## config.mk

```make
export PLATFORM = sky130hd
export DESIGN_NAME = aer_regs
export DESIGN_NICKNAME = d
export VERILOG_FILES = /design/src/aer_pkg.sv /design/src/aer_regs.sv
export SDC_FILE = /design/constraint.sdc
export NUM_CORES = 1
export LEC_CHECK = 0
export BUFFER_PORTS_ARGS = -buffer_cell sky130_fd_sc_hd__buf_2
export CORE_ASPECT_RATIO = 2
export CORE_MARGIN = 1.5
export CORE_UTILIZATION = 59
export CTS_BUF_LIST = sky130_fd_sc_hd__clkbuf_8
export DETAILED_ROUTE_END_ITERATION = 10
export GPL_TIMING_DRIVEN = 1
export PLACE_DENSITY = 0.89
export SLEW_MARGIN = 40
export SYNTH_ARGS = -nofsm -noshare
export SYNTH_HDL_FRONTEND = slang
export SYNTH_SLANG_ARGS = --single-unit
```

## constraint.sdc

```tcl
create_clock -name clk -period 5.36 [get_ports clk]
set_input_delay 1.072 -clock clk [delete_from_list [all_inputs] [get_ports clk]]
set_output_delay 1.072 -clock clk [all_outputs]
set_load 0.1 [all_outputs]
```

## src/aer_pkg.sv

```systemverilog
// Purpose: Constants for the advanced error reporting register bank
// Assumes: APB slave, 32-bit data, byte addresses as printed
// Notes:   Offsets, field positions and reset values live here only
package aer_pkg;
    // Register byte offsets
    localparam logic [11:0] AER_OFF_UNC_SEV   = 12'h10c;
    localparam logic [11:0] AER_OFF_COR_STAT  = 12'h110;
    localparam logic [11:0] AER_OFF_COR_MASK  = 12'h114;
    localparam logic [11:0] AER_OFF_CAP_CTRL  = 12'h118;
    localparam logic [11:0] AER_OFF_HDR_LOG0  = 12'h11c;
    localparam logic [11:0] AER_OFF_HDR_LOG3  = 12'h128;
    localparam logic [11:0] AER_OFF_UNC_STAT  = 12'h104;
    localparam logic [11:0] AER_OFF_IRQ_STAT  = 12'h130;
    localparam logic [11:0] AER_OFF_IRQ_CLR   = 12'h134;
    localparam logic [11:0] AER_OFF_IRQ_EN    = 12'h138;
    // Implemented bits of each register, and severity reset value
    localparam logic [31:0] AER_UNC_BITS      = 32'h001f_f011;
    localparam logic [31:0] AER_COR_BITS      = 32'h0000_11c1;
    localparam logic [31:0] AER_SEV_RESET     = 32'h0006_2011;
    // Capability and control fields
    localparam int          AER_FEP_LSB       = 0;
    localparam int          AER_FEP_W         = 5;
    localparam int          AER_GEN_CAP_BIT   = 5;
    localparam int          AER_GEN_EN_BIT    = 6;
    localparam int          AER_CHK_CAP_BIT   = 7;
    localparam int          AER_CHK_EN_BIT    = 8;
    localparam logic [4:0]  AER_FEP_RESET     = 5'h00;
    // Correctable event bit positions
    localparam int          AER_COR_RX_ERR    = 0;
    localparam int          AER_COR_BAD_TLP   = 6;
    localparam int          AER_COR_BAD_DLLP  = 7;
    localparam int          AER_COR_ROLLOVER  = 8;
    localparam int          AER_COR_TIMEOUT   = 12;
    // Interrupt status layout: bit0 correctable, bit1 non-fatal, bit2 fatal
    localparam int          AER_IRQ_W         = 3;
endpackage

```

## src/aer_regs.sv

```systemverilog
// Purpose: Error severity, correctable status/mask, capability and header log
// Assumes: APB master; error pulses come from logic on clk
// Notes:   Sticky state resets only on power-on reset (por_n)
//
// Function
// - Sticky severity bits, fatal when set
// - Receiver error sets correctable bit 0
// - Bad TLP bit 6, bad DLLP bit 7
// - Rollover bit 8, replay timeout bit 12
// - Correctable mask blocks header logging, interrupts and messages, not status
// - First error pointer holds first bit position
// - ECRC generate and check capable read one
// - Generate ECRC only while bit 6 set
// - Check ECRC only while bit 8 set
// - Header log captures four big-endian doublewords
// - Uncorrectable status set, severity picks fatality
`timescale 1ns/1ps
module aer_regs
    import aer_pkg::*;
(
    input  wire logic         clk,
    input  wire logic         reset_n,
    input  wire logic         por_n,
    input  wire logic         psel,
    input  wire logic         penable,
    input  wire logic         pwrite,
    input  wire logic [11:0]  paddr,
    input  wire logic [31:0]  pwdata,
    output logic      [31:0]  prdata,
    output logic              pready,
    output logic              pslverr,
    input  wire logic [31:0]  unc_err_evt,
    input  wire logic [31:0]  cor_err_evt,
    input  wire logic [127:0] err_hdr,
    output logic              ecrc_gen_en,
    output logic              ecrc_chk_en,
    output logic              msg_cor,
    output logic              msg_nonfatal,
    output logic              msg_fatal,
    output logic              irq
);
    // Sticky storage, cleared by power-on only
    logic [31:0]  sev_reg;        // Severity per uncorrectable error
    logic [31:0]  unc_stat_reg;   // Uncorrectable status, W1C
    logic [31:0]  unc_mask_in;    // Uncorrectable mask lives elsewhere
    logic [31:0]  cor_stat_reg;   // Correctable status, W1C
    logic [31:0]  cor_mask_reg;   // Correctable mask
    logic [4:0]   fep_reg;        // First error pointer
    logic         fep_valid_reg;  // Pointer holds a live error
    logic         gen_en_reg;     // ECRC generation enable
    logic         chk_en_reg;     // ECRC check enable
    logic [127:0] hdr_reg;        // Header log
    // Ordinary reset domain
    logic [AER_IRQ_W-1:0] irq_stat_reg; // Sticky interrupt events
    logic [AER_IRQ_W-1:0] irq_en_reg;   // Interrupt enables
    // Bus decode
    logic         wr_acc;         // Write takes effect this edge
    logic         rd_acc;         // Read answer this edge
    logic [31:0]  rd_data;        // Read mux
    logic         addr_ok;        // Mapped address
    // Event qualification
    logic [31:0]  unc_new;        // Implemented uncorrectable events
    logic [31:0]  unc_logged;     // Unmasked uncorrectable events
    logic [31:0]  cor_new;        // Implemented correctable events
    logic [31:0]  cor_logged;     // Unmasked correctable events
    logic [31:0]  w1c_unc;        // Software clear, uncorrectable
    logic [31:0]  w1c_cor;        // Software clear, correctable
    logic [4:0]   first_pos;      // Lowest new logged position
    logic         any_fatal;      // Unmasked fatal event
    logic         any_nonfatal;   // Unmasked non-fatal event
    logic         any_cor;        // Unmasked correctable event

    // The uncorrectable mask register sits outside this bank; all unmasked here
    // Limitation: no uncorrectable masking until that register is joined in
    assign unc_mask_in = 32'h0000_0000;

    // One wait state: the access is taken while ready is still low
    assign wr_acc = psel && penable && pwrite && addr_ok && !pready;
    // Taking a write once keeps a clear from landing again on the ready edge
    assign rd_acc = psel && penable && !pwrite;

    // Address decode
    always_comb begin
        unique case (paddr)
            AER_OFF_UNC_STAT, AER_OFF_UNC_SEV, AER_OFF_COR_STAT,
            AER_OFF_COR_MASK, AER_OFF_CAP_CTRL, AER_OFF_IRQ_STAT,
            AER_OFF_IRQ_CLR, AER_OFF_IRQ_EN: addr_ok = 1'b1;
            default: begin
                // Header log words are a contiguous run
                addr_ok = (paddr >= AER_OFF_HDR_LOG0) && (paddr <= AER_OFF_HDR_LOG3)
                          && (paddr[1:0] == 2'b00);
            end
        endcase
    end

    // Event qualification
    always_comb begin
        unc_new    = unc_err_evt & AER_UNC_BITS;
        cor_new    = cor_err_evt & AER_COR_BITS;
        cor_logged = cor_new & ~cor_mask_reg;
        unc_logged = unc_new & ~unc_mask_in;
        w1c_unc    = (wr_acc && paddr == AER_OFF_UNC_STAT) ? pwdata : 32'h0000_0000;
        w1c_cor    = (wr_acc && paddr == AER_OFF_COR_STAT) ? pwdata : 32'h0000_0000;
        any_fatal    = |(unc_logged & sev_reg);
        any_nonfatal = |(unc_logged & ~sev_reg);
        any_cor      = |cor_logged;
        first_pos    = 5'h00;
        // Lowest position wins when several arrive together
        for (int i = 31; i >= 0; i--) begin
            if (unc_logged[i]) begin
                first_pos = 5'(i);
            end
        end
    end

    // Severity register
    always_ff @(posedge clk or negedge por_n) begin
        if (!por_n) begin
            sev_reg <= AER_SEV_RESET;
        end else if (wr_acc && paddr == AER_OFF_UNC_SEV) begin
            sev_reg <= pwdata & AER_UNC_BITS;
        end
    end

    // Uncorrectable status, set wins over clear
    always_ff @(posedge clk or negedge por_n) begin
        if (!por_n) begin
            unc_stat_reg <= 32'h0000_0000;
        end else begin
            unc_stat_reg <= ((unc_stat_reg & ~w1c_unc) | unc_new) & AER_UNC_BITS;
        end
    end

    // Correctable status, set wins over clear
    always_ff @(posedge clk or negedge por_n) begin
        if (!por_n) begin
            cor_stat_reg <= 32'h0000_0000;
        end else begin
            cor_stat_reg <= ((cor_stat_reg & ~w1c_cor) | cor_new) & AER_COR_BITS;
        end
    end

    // Correctable mask
    always_ff @(posedge clk or negedge por_n) begin
        if (!por_n) begin
            cor_mask_reg <= 32'h0000_0000;
        end else if (wr_acc && paddr == AER_OFF_COR_MASK) begin
            cor_mask_reg <= pwdata & AER_COR_BITS;
        end
    end

    // ECRC enables
    always_ff @(posedge clk or negedge por_n) begin
        if (!por_n) begin
            gen_en_reg <= 1'b0;
            chk_en_reg <= 1'b0;
        end else if (wr_acc && paddr == AER_OFF_CAP_CTRL) begin
            gen_en_reg <= pwdata[AER_GEN_EN_BIT];
            chk_en_reg <= pwdata[AER_CHK_EN_BIT];
        end
    end

    // First error pointer; re-arms once its status bit is cleared
    always_ff @(posedge clk or negedge por_n) begin
        if (!por_n) begin
            fep_reg       <= AER_FEP_RESET;
            fep_valid_reg <= 1'b0;
        end else if (!fep_valid_reg || !unc_stat_reg[fep_reg]) begin
            if (|unc_logged) begin
                fep_reg       <= first_pos;
                fep_valid_reg <= 1'b1;
            end else begin
                fep_valid_reg <= 1'b0;
            end
        end
    end

    // Header log; the source presents each dword byte 0 in bits 31:24
    always_ff @(posedge clk or negedge por_n) begin
        if (!por_n) begin
            hdr_reg <= 128'h0;
        end else if ((|unc_logged && (!fep_valid_reg || !unc_stat_reg[fep_reg]))
                     || (any_cor && !fep_valid_reg)) begin
            hdr_reg <= err_hdr;
        end
    end

    // Interrupt status, ordinary reset
    always_ff @(posedge clk or negedge reset_n) begin
        if (!reset_n) begin
            irq_stat_reg <= '0;
        end else begin
            // Set wins over clear
            irq_stat_reg <= (irq_stat_reg
                & ~((wr_acc && paddr == AER_OFF_IRQ_CLR) ? pwdata[AER_IRQ_W-1:0] : 3'h0))
                | {any_fatal, any_nonfatal, any_cor};
        end
    end

    // Interrupt enable
    always_ff @(posedge clk or negedge reset_n) begin
        if (!reset_n) begin
            irq_en_reg <= '0;
        end else if (wr_acc && paddr == AER_OFF_IRQ_EN) begin
            irq_en_reg <= pwdata[AER_IRQ_W-1:0];
        end
    end

    // Read mux
    always_comb begin
        rd_data = 32'h0000_0000;
        unique case (paddr)
            AER_OFF_UNC_STAT: rd_data = unc_stat_reg;
            AER_OFF_UNC_SEV:  rd_data = sev_reg;
            AER_OFF_COR_STAT: rd_data = cor_stat_reg;
            AER_OFF_COR_MASK: rd_data = cor_mask_reg;
            AER_OFF_CAP_CTRL: begin
                rd_data[AER_FEP_LSB +: AER_FEP_W] = fep_reg;
                rd_data[AER_GEN_CAP_BIT] = 1'b1;
                rd_data[AER_CHK_CAP_BIT] = 1'b1;
                rd_data[AER_GEN_EN_BIT]  = gen_en_reg;
                rd_data[AER_CHK_EN_BIT]  = chk_en_reg;
            end
            AER_OFF_IRQ_STAT: rd_data = {29'h0, irq_stat_reg};
            AER_OFF_IRQ_EN:   rd_data = {29'h0, irq_en_reg};
            default: begin
                // Header log dword select; others read zero
                if (addr_ok && paddr != AER_OFF_IRQ_CLR) begin
                    rd_data = hdr_reg[127 - 32*((paddr - AER_OFF_HDR_LOG0) >> 2) -: 32];
                end
            end
        endcase
    end

    // APB answer: one wait state, ready rises the cycle after penable
    always_ff @(posedge clk or negedge reset_n) begin
        if (!reset_n) begin
            prdata  <= 32'h0000_0000;
            pready  <= 1'b0;
            pslverr <= 1'b0;
        end else begin
            // Ready pulses once; its own feedback keeps it from repeating
            pready  <= psel && penable && !pready;
            pslverr <= psel && penable && !pready && !addr_ok;
            // Data stands only with ready, zero otherwise
            prdata  <= (rd_acc && !pready) ? rd_data : 32'h0000_0000;
        end
    end

    // ECRC enables to the datapath, one cycle after the control bits
    always_ff @(posedge clk or negedge reset_n) begin
        if (!reset_n) begin
            ecrc_gen_en <= 1'b0;
            ecrc_chk_en <= 1'b0;
        end else begin
            ecrc_gen_en <= gen_en_reg;
            ecrc_chk_en <= chk_en_reg;
        end
    end

    // Error messages toward the root side, one pulse per event cycle
    always_ff @(posedge clk or negedge reset_n) begin
        if (!reset_n) begin
            msg_cor      <= 1'b0;
            msg_nonfatal <= 1'b0;
            msg_fatal    <= 1'b0;
        end else begin
            msg_cor      <= any_cor;
            msg_nonfatal <= any_nonfatal;
            msg_fatal    <= any_fatal;
        end
    end

    // Level interrupt; registered so the pin never glitches
    always_ff @(posedge clk or negedge reset_n) begin
        if (!reset_n) begin
            irq <= 1'b0;
        end else begin
            // Any enabled sticky event holds the line high
            irq <= |(irq_stat_reg & irq_en_reg);
        end
    end
endmodule

```

==> impl_metrics.json, run 1 <==
{
  "postSynthCellCount": 695,
  "relSlewSlack": 0.511,
  "numPortBuffers": 217,
  "grt_pass1_wl_mm": 38.9,
  "max_freq_mhz": 296,
  "rows": 67,
  "core_region_area_um2": 16800,
  "cts_buffer_depth": 3,
  "reg2reg_depth": 7,
  "die_w_um": 96.1,
  "fin_setup_tns_ns": 0,
  "setup_viol": 0,
  "drv_slew": 0,
  "cts.sinks": 214,
  "ys_warn_count": 0,
  "synth.avg_cell_area_um2": 14.7,
  "crit_slowest_cell": "nand4_2",
  "final_cell_area_um2": 12000,
  "status": "completed",
  "r2r_slack_ns": 2.52,
  "vdd_drop_max_mv": 0.463,
  "worstHoldStart": "chk_en_reg",
  "multi_input_area_um2": 4330,
  "nFillCells": 1147,
  "avgViaCountPerCell": 5.84,
  "r2r-end": "hdr_reg[1]",
  "path_class": "input port to flop",
  "grt_use_total": 0.285,
  "drtAntennaViolNets": 0,
  "critPathTopFamily": "buffers and inverters",
  "synth_enable_flop_cells": 0,
  "place_inst": 1090,
  "largest_reg_flops": 128,
  "grt_max_degree": 89,
  "nets": 1162,
  "drt-initial-drc-count": 300,
  "max_cap_viol_count": 0,
  "critPathMaxFanout": 18,
  "dpl.hpwl_mm": 17.9,
  "cts_hold_buf": 0,
  "finalHoldViolCount": 0,
  "first_pass_iters": 5,
  "worst-path-buf-inv": 4,
  "switching_share": 0.294,
  "drc": 0,
  "critPathLaunchType": "input port",
  "ys_async_sr_fraction": 1.00,
  "drive_gt1_frac": 0.490,
  "power_density_nw_per_um2": 545,
  "wire_per_inst_um": 21.4,
  "die_y_um": 189,
  "cts_resized": 0,
  "slowest_delay_ns": 0.48,
  "whs_path_depth": 0,
  "cpMostUsedCell": "inv_1",
  "ys_types": 69,
  "placed_area_um2": 11300,
  "drt-total-wl_mm": 24.6,
  "ys_ff_latch": 214,
  "path_cells": "buf_2, inv_1, ha_1, o21ai_0, inv_1, nor4b_2, nand4_2, buf_4, o32ai_1",
  "arrival_ns": 3.82,
  "htreeDepth": 1,
  "place.gp.congestion": 0.927,
  "seq_area_frac_synth": 0.524,
  "finClkSkew_ns": 0.0207,
  "cts_root_buffer": "clkbuf_8",
  "combinationalPowerShare": 0.412,
  "period_minus_slack_ns": 3.38,
  "end_kind": "flop",
  "dieArea_um2": 18200,
  "holdPathEnd": "ecrc_chk_en",
  "initial_core_util": 0.607,
  "insertion_delay_ns": 0.56,
  "postCtsSetupRepairBufs": 0,
  "p_clk_frac": 0.207,
  "clkSlewWorstSetupHoldPaths_ns": 0.07,
  "p_int_mw": 4.63,
  "required_ns": 5.80,
  "via_count": 6744,
  "final_cells": 1154,
  "first_global_vias": 7482,
  "netSwitchingPower_mw": 1.92,
  "grt-ovfl-total": 0,
  "regArea_um2": 5360,
  "mappedNetlistNets": 942,
  "cts_buffers": 30,
  "p_leak_nw": 5.84,
  "rsz0062_at_grt": "no",
  "reg2reg_from": "fep_reg[0]",
  "worst_pin_slew_ns": 0.734,
  "area_growth_pct": 17.6,
  "seqPwrFrac": 0.381,
  "hp-class": "flop to flop",
  "antenna_found_initial": 9,
  "cts_tree": "built",
  "synthesis.area_um2": 10200,
  "synth_ff_type": "dfrtp_1",
  "ios": 282,
  "period_share": 0.631
}
-- how the worst max path moves through the flow --
| stage | from | to | slack, ns | cells after the start |
|---|---|---|---|---|
| after floorplan | paddr[2] | prdata[4] | 1.92 | 11 |
| after global placement | paddr[2] | prdata[2] | 1.51 | 8 |
| after detailed placement | paddr[2] | prdata[7] | 1.44 | 9 |
| after CTS | paddr[2] | prdata[7] | 2.04 | 9 |
| after global routing | paddr[2] | prdata[2] | 1.73 | 9 |
| final | paddr[2] | prdata[7] | 1.98 | 9 |
-- cells in the final DEF (no fill, tap or decap), types with 4 or more instances in the layout --
| cell type | Yosys | final |
|---|---|---|
| a21o_1 | 11 | 11 |
| a21oi_1 | 7 | 7 |
| a221oi_1 | 5 | 5 |
| a222oi_1 | 5 | 5 |
| a22o_1 | 5 | 5 |
| a22oi_1 | 9 | 9 |
| a31oi_1 | 11 | 11 |
| buf_2 | 11 | 216 |
| buf_4 | 1 | 8 |
| clkbuf_8 | 0 | 39 |
| clkinv_2 | 0 | 5 |
| dfrtp_1 | 209 | 209 |
| dfstp_2 | 5 | 5 |
| diode_2 | 0 | 8 |
| ha_1 | 5 | 4 |
| inv_1 | 46 | 56 |
| mux2_1 | 20 | 20 |
| mux2_2 | 32 | 32 |
| mux2_4 | 100 | 100 |
| mux2i_1 | 5 | 5 |
| mux4_2 | 32 | 32 |
| nand2_1 | 20 | 20 |
| nand2b_1 | 6 | 6 |
| nand3_1 | 11 | 11 |
| nor2_1 | 14 | 14 |
| nor2b_1 | 15 | 15 |
| o21ai_0 | 7 | 7 |
| o22ai_1 | 14 | 14 |
| o32ai_1 | 6 | 6 |
-- logic make-up after synthesis --
group	count (synthesis)	synth area share
flip-flops	214	0.524
multiplexers	189	0.280
AO/OA/AOI/OAI	99	0.0742
AND/OR/NAND/NOR	98	0.0583
buffers and inverters	87	0.0548
adder cells (fa/ha/maj)	5	0.00612
XOR/XNOR	3	0.00257
-- cell usage after synthesis (3+ instances only) --
| library cell | number | area [um^2] |
|---|---|---|
| a21o_1 | 11 | 82.6 |
| a21oi_1 | 7 | 35.0 |
| a221oi_1 | 5 | 43.8 |
| a222oi_1 | 5 | 50.1 |
| a22o_1 | 5 | 43.8 |
| a22oi_1 | 9 | 67.6 |
| a31oi_1 | 11 | 68.8 |
| a32oi_1 | 3 | 26.3 |
| buf_12 | 11 | 220 |
| buf_2 | 11 | 55.1 |
| buf_6 | 5 | 56.3 |
| clkbuf_1 | 11 | 41.3 |
| dfrtp_1 | 209 | 5230 |
| dfstp_2 | 5 | 131 |
| ha_1 | 5 | 62.6 |
| inv_1 | 46 | 173 |
| mux2_1 | 20 | 225 |
| mux2_2 | 32 | 360 |
| mux2_4 | 100 | 1500 |
| mux2i_1 | 5 | 50.1 |
| mux4_2 | 32 | 721 |
| nand2_1 | 20 | 75.1 |
| nand2b_1 | 6 | 37.5 |
| nand3_1 | 11 | 55.1 |
| nor2_1 | 14 | 52.6 |
| nor2b_1 | 15 | 93.8 |
| nor3_1 | 3 | 15.0 |
| nor4_1 | 3 | 18.8 |
| o21ai_0 | 7 | 35.0 |
| o22ai_1 | 14 | 87.6 |
| o32ai_1 | 6 | 52.6 |
| xnor2_1 | 3 | 26.3 |
-- power by group through the flow --
stage / Clock [mW] / Combinational [mW] / Sequential (mW)
floorplan: 0 / 2.63 / 2.38
global placement: 0 / 2.58 / 2.46
detailed placement: 0 / 2.71 / 2.51
CTS: 1.39 / 2.72 / 2.49
global route: 1.46 / 2.89 / 2.55
finish: 1.36 / 2.70 / 2.50
-- per-stage QoR --
step	power, mW	worst slack, ns	hold slack [ns]	utilization
6_report	6.56	1.98	0.403	0.714
5_1_grt	6.90	1.73	0.423	0.714
4_1_cts	6.59	2.04	0.403	0.712
3_5_place_dp	5.22	1.44	0.389	0.673
3_3_place_gp	5.05	1.51	0.392	0.671
2_1_floorplan	5.00	1.92	0.368	-
-- layer usage --
layer	up-vias	GRT usage	wire length, um
met5	-	0	12
met4	2	0.182	1490
met3	87	0.0538	1380
met2	298	0.487	13200
met1	3353	0.317	8550
li1	3004	-	-
-- final cells by class --
cell class	count	area share
clock buffer	38	0.0435
inverter	46	0.0144
clock inverter	18	0.0109
timing repair buffer	229	0.102
multi-input combinational	394	0.360
antenna	8	0.00167
sequential	214	0.446
tap	207	0.0215
(Power assumes the default switching activity.)
==> run 2, diff against run 1 <==
--- a/config.mk
+++ b/config.mk
@@ -8,11 +8,11 @@
 export BUFFER_PORTS_ARGS = -buffer_cell sky130_fd_sc_hd__buf_2
 export CORE_ASPECT_RATIO = 2
 export CORE_MARGIN = 1.5
-export CORE_UTILIZATION = 59
+export CORE_UTILIZATION = 49
 export CTS_BUF_LIST = sky130_fd_sc_hd__clkbuf_8
 export DETAILED_ROUTE_END_ITERATION = 10
 export GPL_TIMING_DRIVEN = 1
-export PLACE_DENSITY = 0.89
+export PLACE_DENSITY = 0.78
 export SLEW_MARGIN = 40
 export SYNTH_ARGS = -nofsm -noshare
 export SYNTH_HDL_FRONTEND = slang
==> constraint.sdc (replaced) <==
create_clock -name clk -period 2.75 [get_ports clk]
set_input_delay 0.55 -clock clk [delete_from_list [all_inputs] [get_ports clk]]
set_output_delay 0.55 -clock clk [all_outputs]
set_load 0.1 [all_outputs]
==> run 2 against run 1 <==
  * Wire length rose by 2.7%
  * Design area rose by 2.5%
  * Worst setup slack got worse by 1.8 ns
  * Sequential cell count did not move
  * Worst hold slack got worse by 0.20 ns
  * Utilization fell by 11 points
  * Critical path depth fell by 2
  * First-iteration DRC count fell by 21%
  * Clock skew fell by 0.0080 ns
  * Non-clock buffer count rose by 28
  * Critical path type is now flop to flop
  * Largest power group unchanged
==> impl_metrics.json, run 2 (synthesis gave the netlist of run 1 again) <==
{
  "finClkSkew_ns": 0.0127,
  "grt_use_total": 0.237,
  "place_inst": 1175,
  "postCtsSetupRepairBufs": 0,
  "wl_met1_mm": 8.75,
  "grt-ovfl-total": 0,
  "cts_root_buffer": "clkbuf_8",
  "max_cap_viol_count": 0,
  "switching_share": 0.294,
  "htreeDepth": 1,
  "critPathLaunchType": "flop",
  "max_freq_mhz": 386,
  "status": "completed",
  "drv_slew": 0,
  "required_ns": 3.18,
  "period_share": 0.941,
  "placed_area_um2": 11700,
  "finalHoldViolCount": 0,
  "insertion_delay_ns": 0.56,
  "area_growth_pct": 20.5,
  "p_int_mw": 9.08,
  "worst_pin_slew_ns": 0.797,
  "hp-class": "input port to flop",
  "relSlewSlack": 0.468,
  "final_cell_area_um2": 12300,
  "finalPower_mw": 12.9,
  "clkSlewWorstSetupHoldPaths_ns": 0.07,
  "first_global_vias": 7575,
  "rows": 74,
  "fin_setup_tns_ns": 0,
  "final_cells": 1243,
  "p_leak_nw": 5.96,
  "nets": 1189,
  "mostFrequentLayoutCells": "buf_2 (216), dfrtp_1 (209), mux2_4 (100)",
  "grt_max_degree": 61,
  "place.gp.congestion": 0.922,
  "ios": 282,
  "cts_buffer_depth": 3,
  "nFillCells": 1638,
  "wire_per_inst_um": 20.4,
  "setup_viol": 0,
  "drive_gt1_frac": 0.500,
  "met3_length_mm": 1.14,
  "initial_core_util": 0.500,
  "period_minus_slack_ns": 2.59,
  "avgViaCountPerCell": 5.53,
  "rsz0062_at_grt": "no",
  "cts_buffers": 29,
  "arrival_ns": 3.02,
  "power_density_nw_per_um2": 1040,
  "combinationalPowerShare": 0.433,
  "die_w_um": 105,
  "grt_pass1_wl_mm": 39.7,
  "largest_reg_flops": 128,
  "cts_tree": "built",
  "end_kind": "flop",
  "drt-initial-drc-count": 238,
  "cts.sinks": 214,
  "die_y_um": 207,
  "dr_wl_met2_mm": 13.7,
  "netSwitchingPower_mw": 3.77,
  "drc": 0,
  "vdd_drop_max_mv": 0.935,
  "final_common_cell": "buf_2",
  "dpl.hpwl_mm": 19.1,
  "drtAntennaViolNets": 0,
  "p_clk_frac": 0.190,
  "core_region_area_um2": 20500,
  "via_count": 6870,
  "dieArea_um2": 21800,
  "seqPwrFrac": 0.377,
  "path_class": "flop to flop",
  "highest_layer": "met5",
  "numPortBuffers": 217,
  "critPathMaxFanout": 19,
  "first_pass_iters": 5,
  "antenna_found_initial": 14,
  "drt-total-wl_mm": 25.3
}
run 2: cell types whose count changed in the layout (fill, tap and decap cells not counted), moves of 2 or more:
| cell | previous run | this run |
|---|---|---|
| diode_2 | 8 | 13 |
| buf_4 | 8 | 28 |
| dlygate4sd3_1 | 0 | 2 |
| clkbuf_8 | 39 | 35 |
| buf_12 | 3 | 10 |
| clkinvlp_4 | 0 | 2 |
run 2: what timing repair did:
item,CTS,global route
gates resized for setup,0,0
hold buffers,2,0
endpoints found under the hold margin,88,0
run 2: layout make-up:
cell class                 count  area [um^2]  area share
sequential                   214         5360       0.435
multi-input combinational    394         4310       0.350
timing repair buffer         257         1520       0.124
clock inverter                18          108     0.00873
tap                          266          333      0.0270
antenna                       13         32.5     0.00264
inverter                      46          173      0.0140
clock buffer                  35          482      0.0391
run 2: metrics by stage:
step	setup WS, ns	utilization	hold WS (ns)
after floorplan	0.0597	-	0.254
after global placement	0.0592	0.571	0.397
after detailed placement	0.0491	0.571	0.398
after CTS	0.181	0.601	0.170
after global routing	0.0556	0.602	0.180
final	0.161	0.602	0.203
run 2: power groups by stage:
stage	Combinational, mW	Sequential (mW)	Clock [mW]
6_report	5.56	4.85	2.44
2_1_floorplan	5.12	4.63	0
4_1_cts	5.60	4.84	2.51
5_1_grt	5.92	4.96	2.65
3_5_place_dp	5.58	4.88	0
3_3_place_gp	5.42	4.81	0
run 2: final timing paths:
kind | from | end | slack, ns | depth (start not counted)
worst min-delay path | err_hdr[120] | hdr_reg[120] | 0.20 | 2
worst max register to register | fep_reg[0] | hdr_reg[123] | 0.16 | 7
worst min register to register | chk_en_reg | ecrc_chk_en | 0.41 | 0
max in group asynchronous | por_n | sev_reg[13] | 1.46 | 3
min in group asynchronous | reset_n | ecrc_gen_en | 0.51 | 3
worst max-delay path | fep_reg[0] | hdr_reg[123] | 0.16 | 7
run 2: worst max-delay path, stage by stage (launching register included):
cell,delay (ns)
dfrtp_1,0.59
mux2i_1,0.37
nor3b_1,0.15
o41ai_4,0.51
o22ai_4,0.13
buf_12,0.21
buf_12,0.17
mux2_1,0.32
run 2: layer usage:
layer | GRT usage | vias to the layer above
met5 | 0 | -
met1 | 0.249 | 3452
met4 | 0.167 | 2
li1 | - | 3070
met2 | 0.423 | 251
met3 | 0.0364 | 95
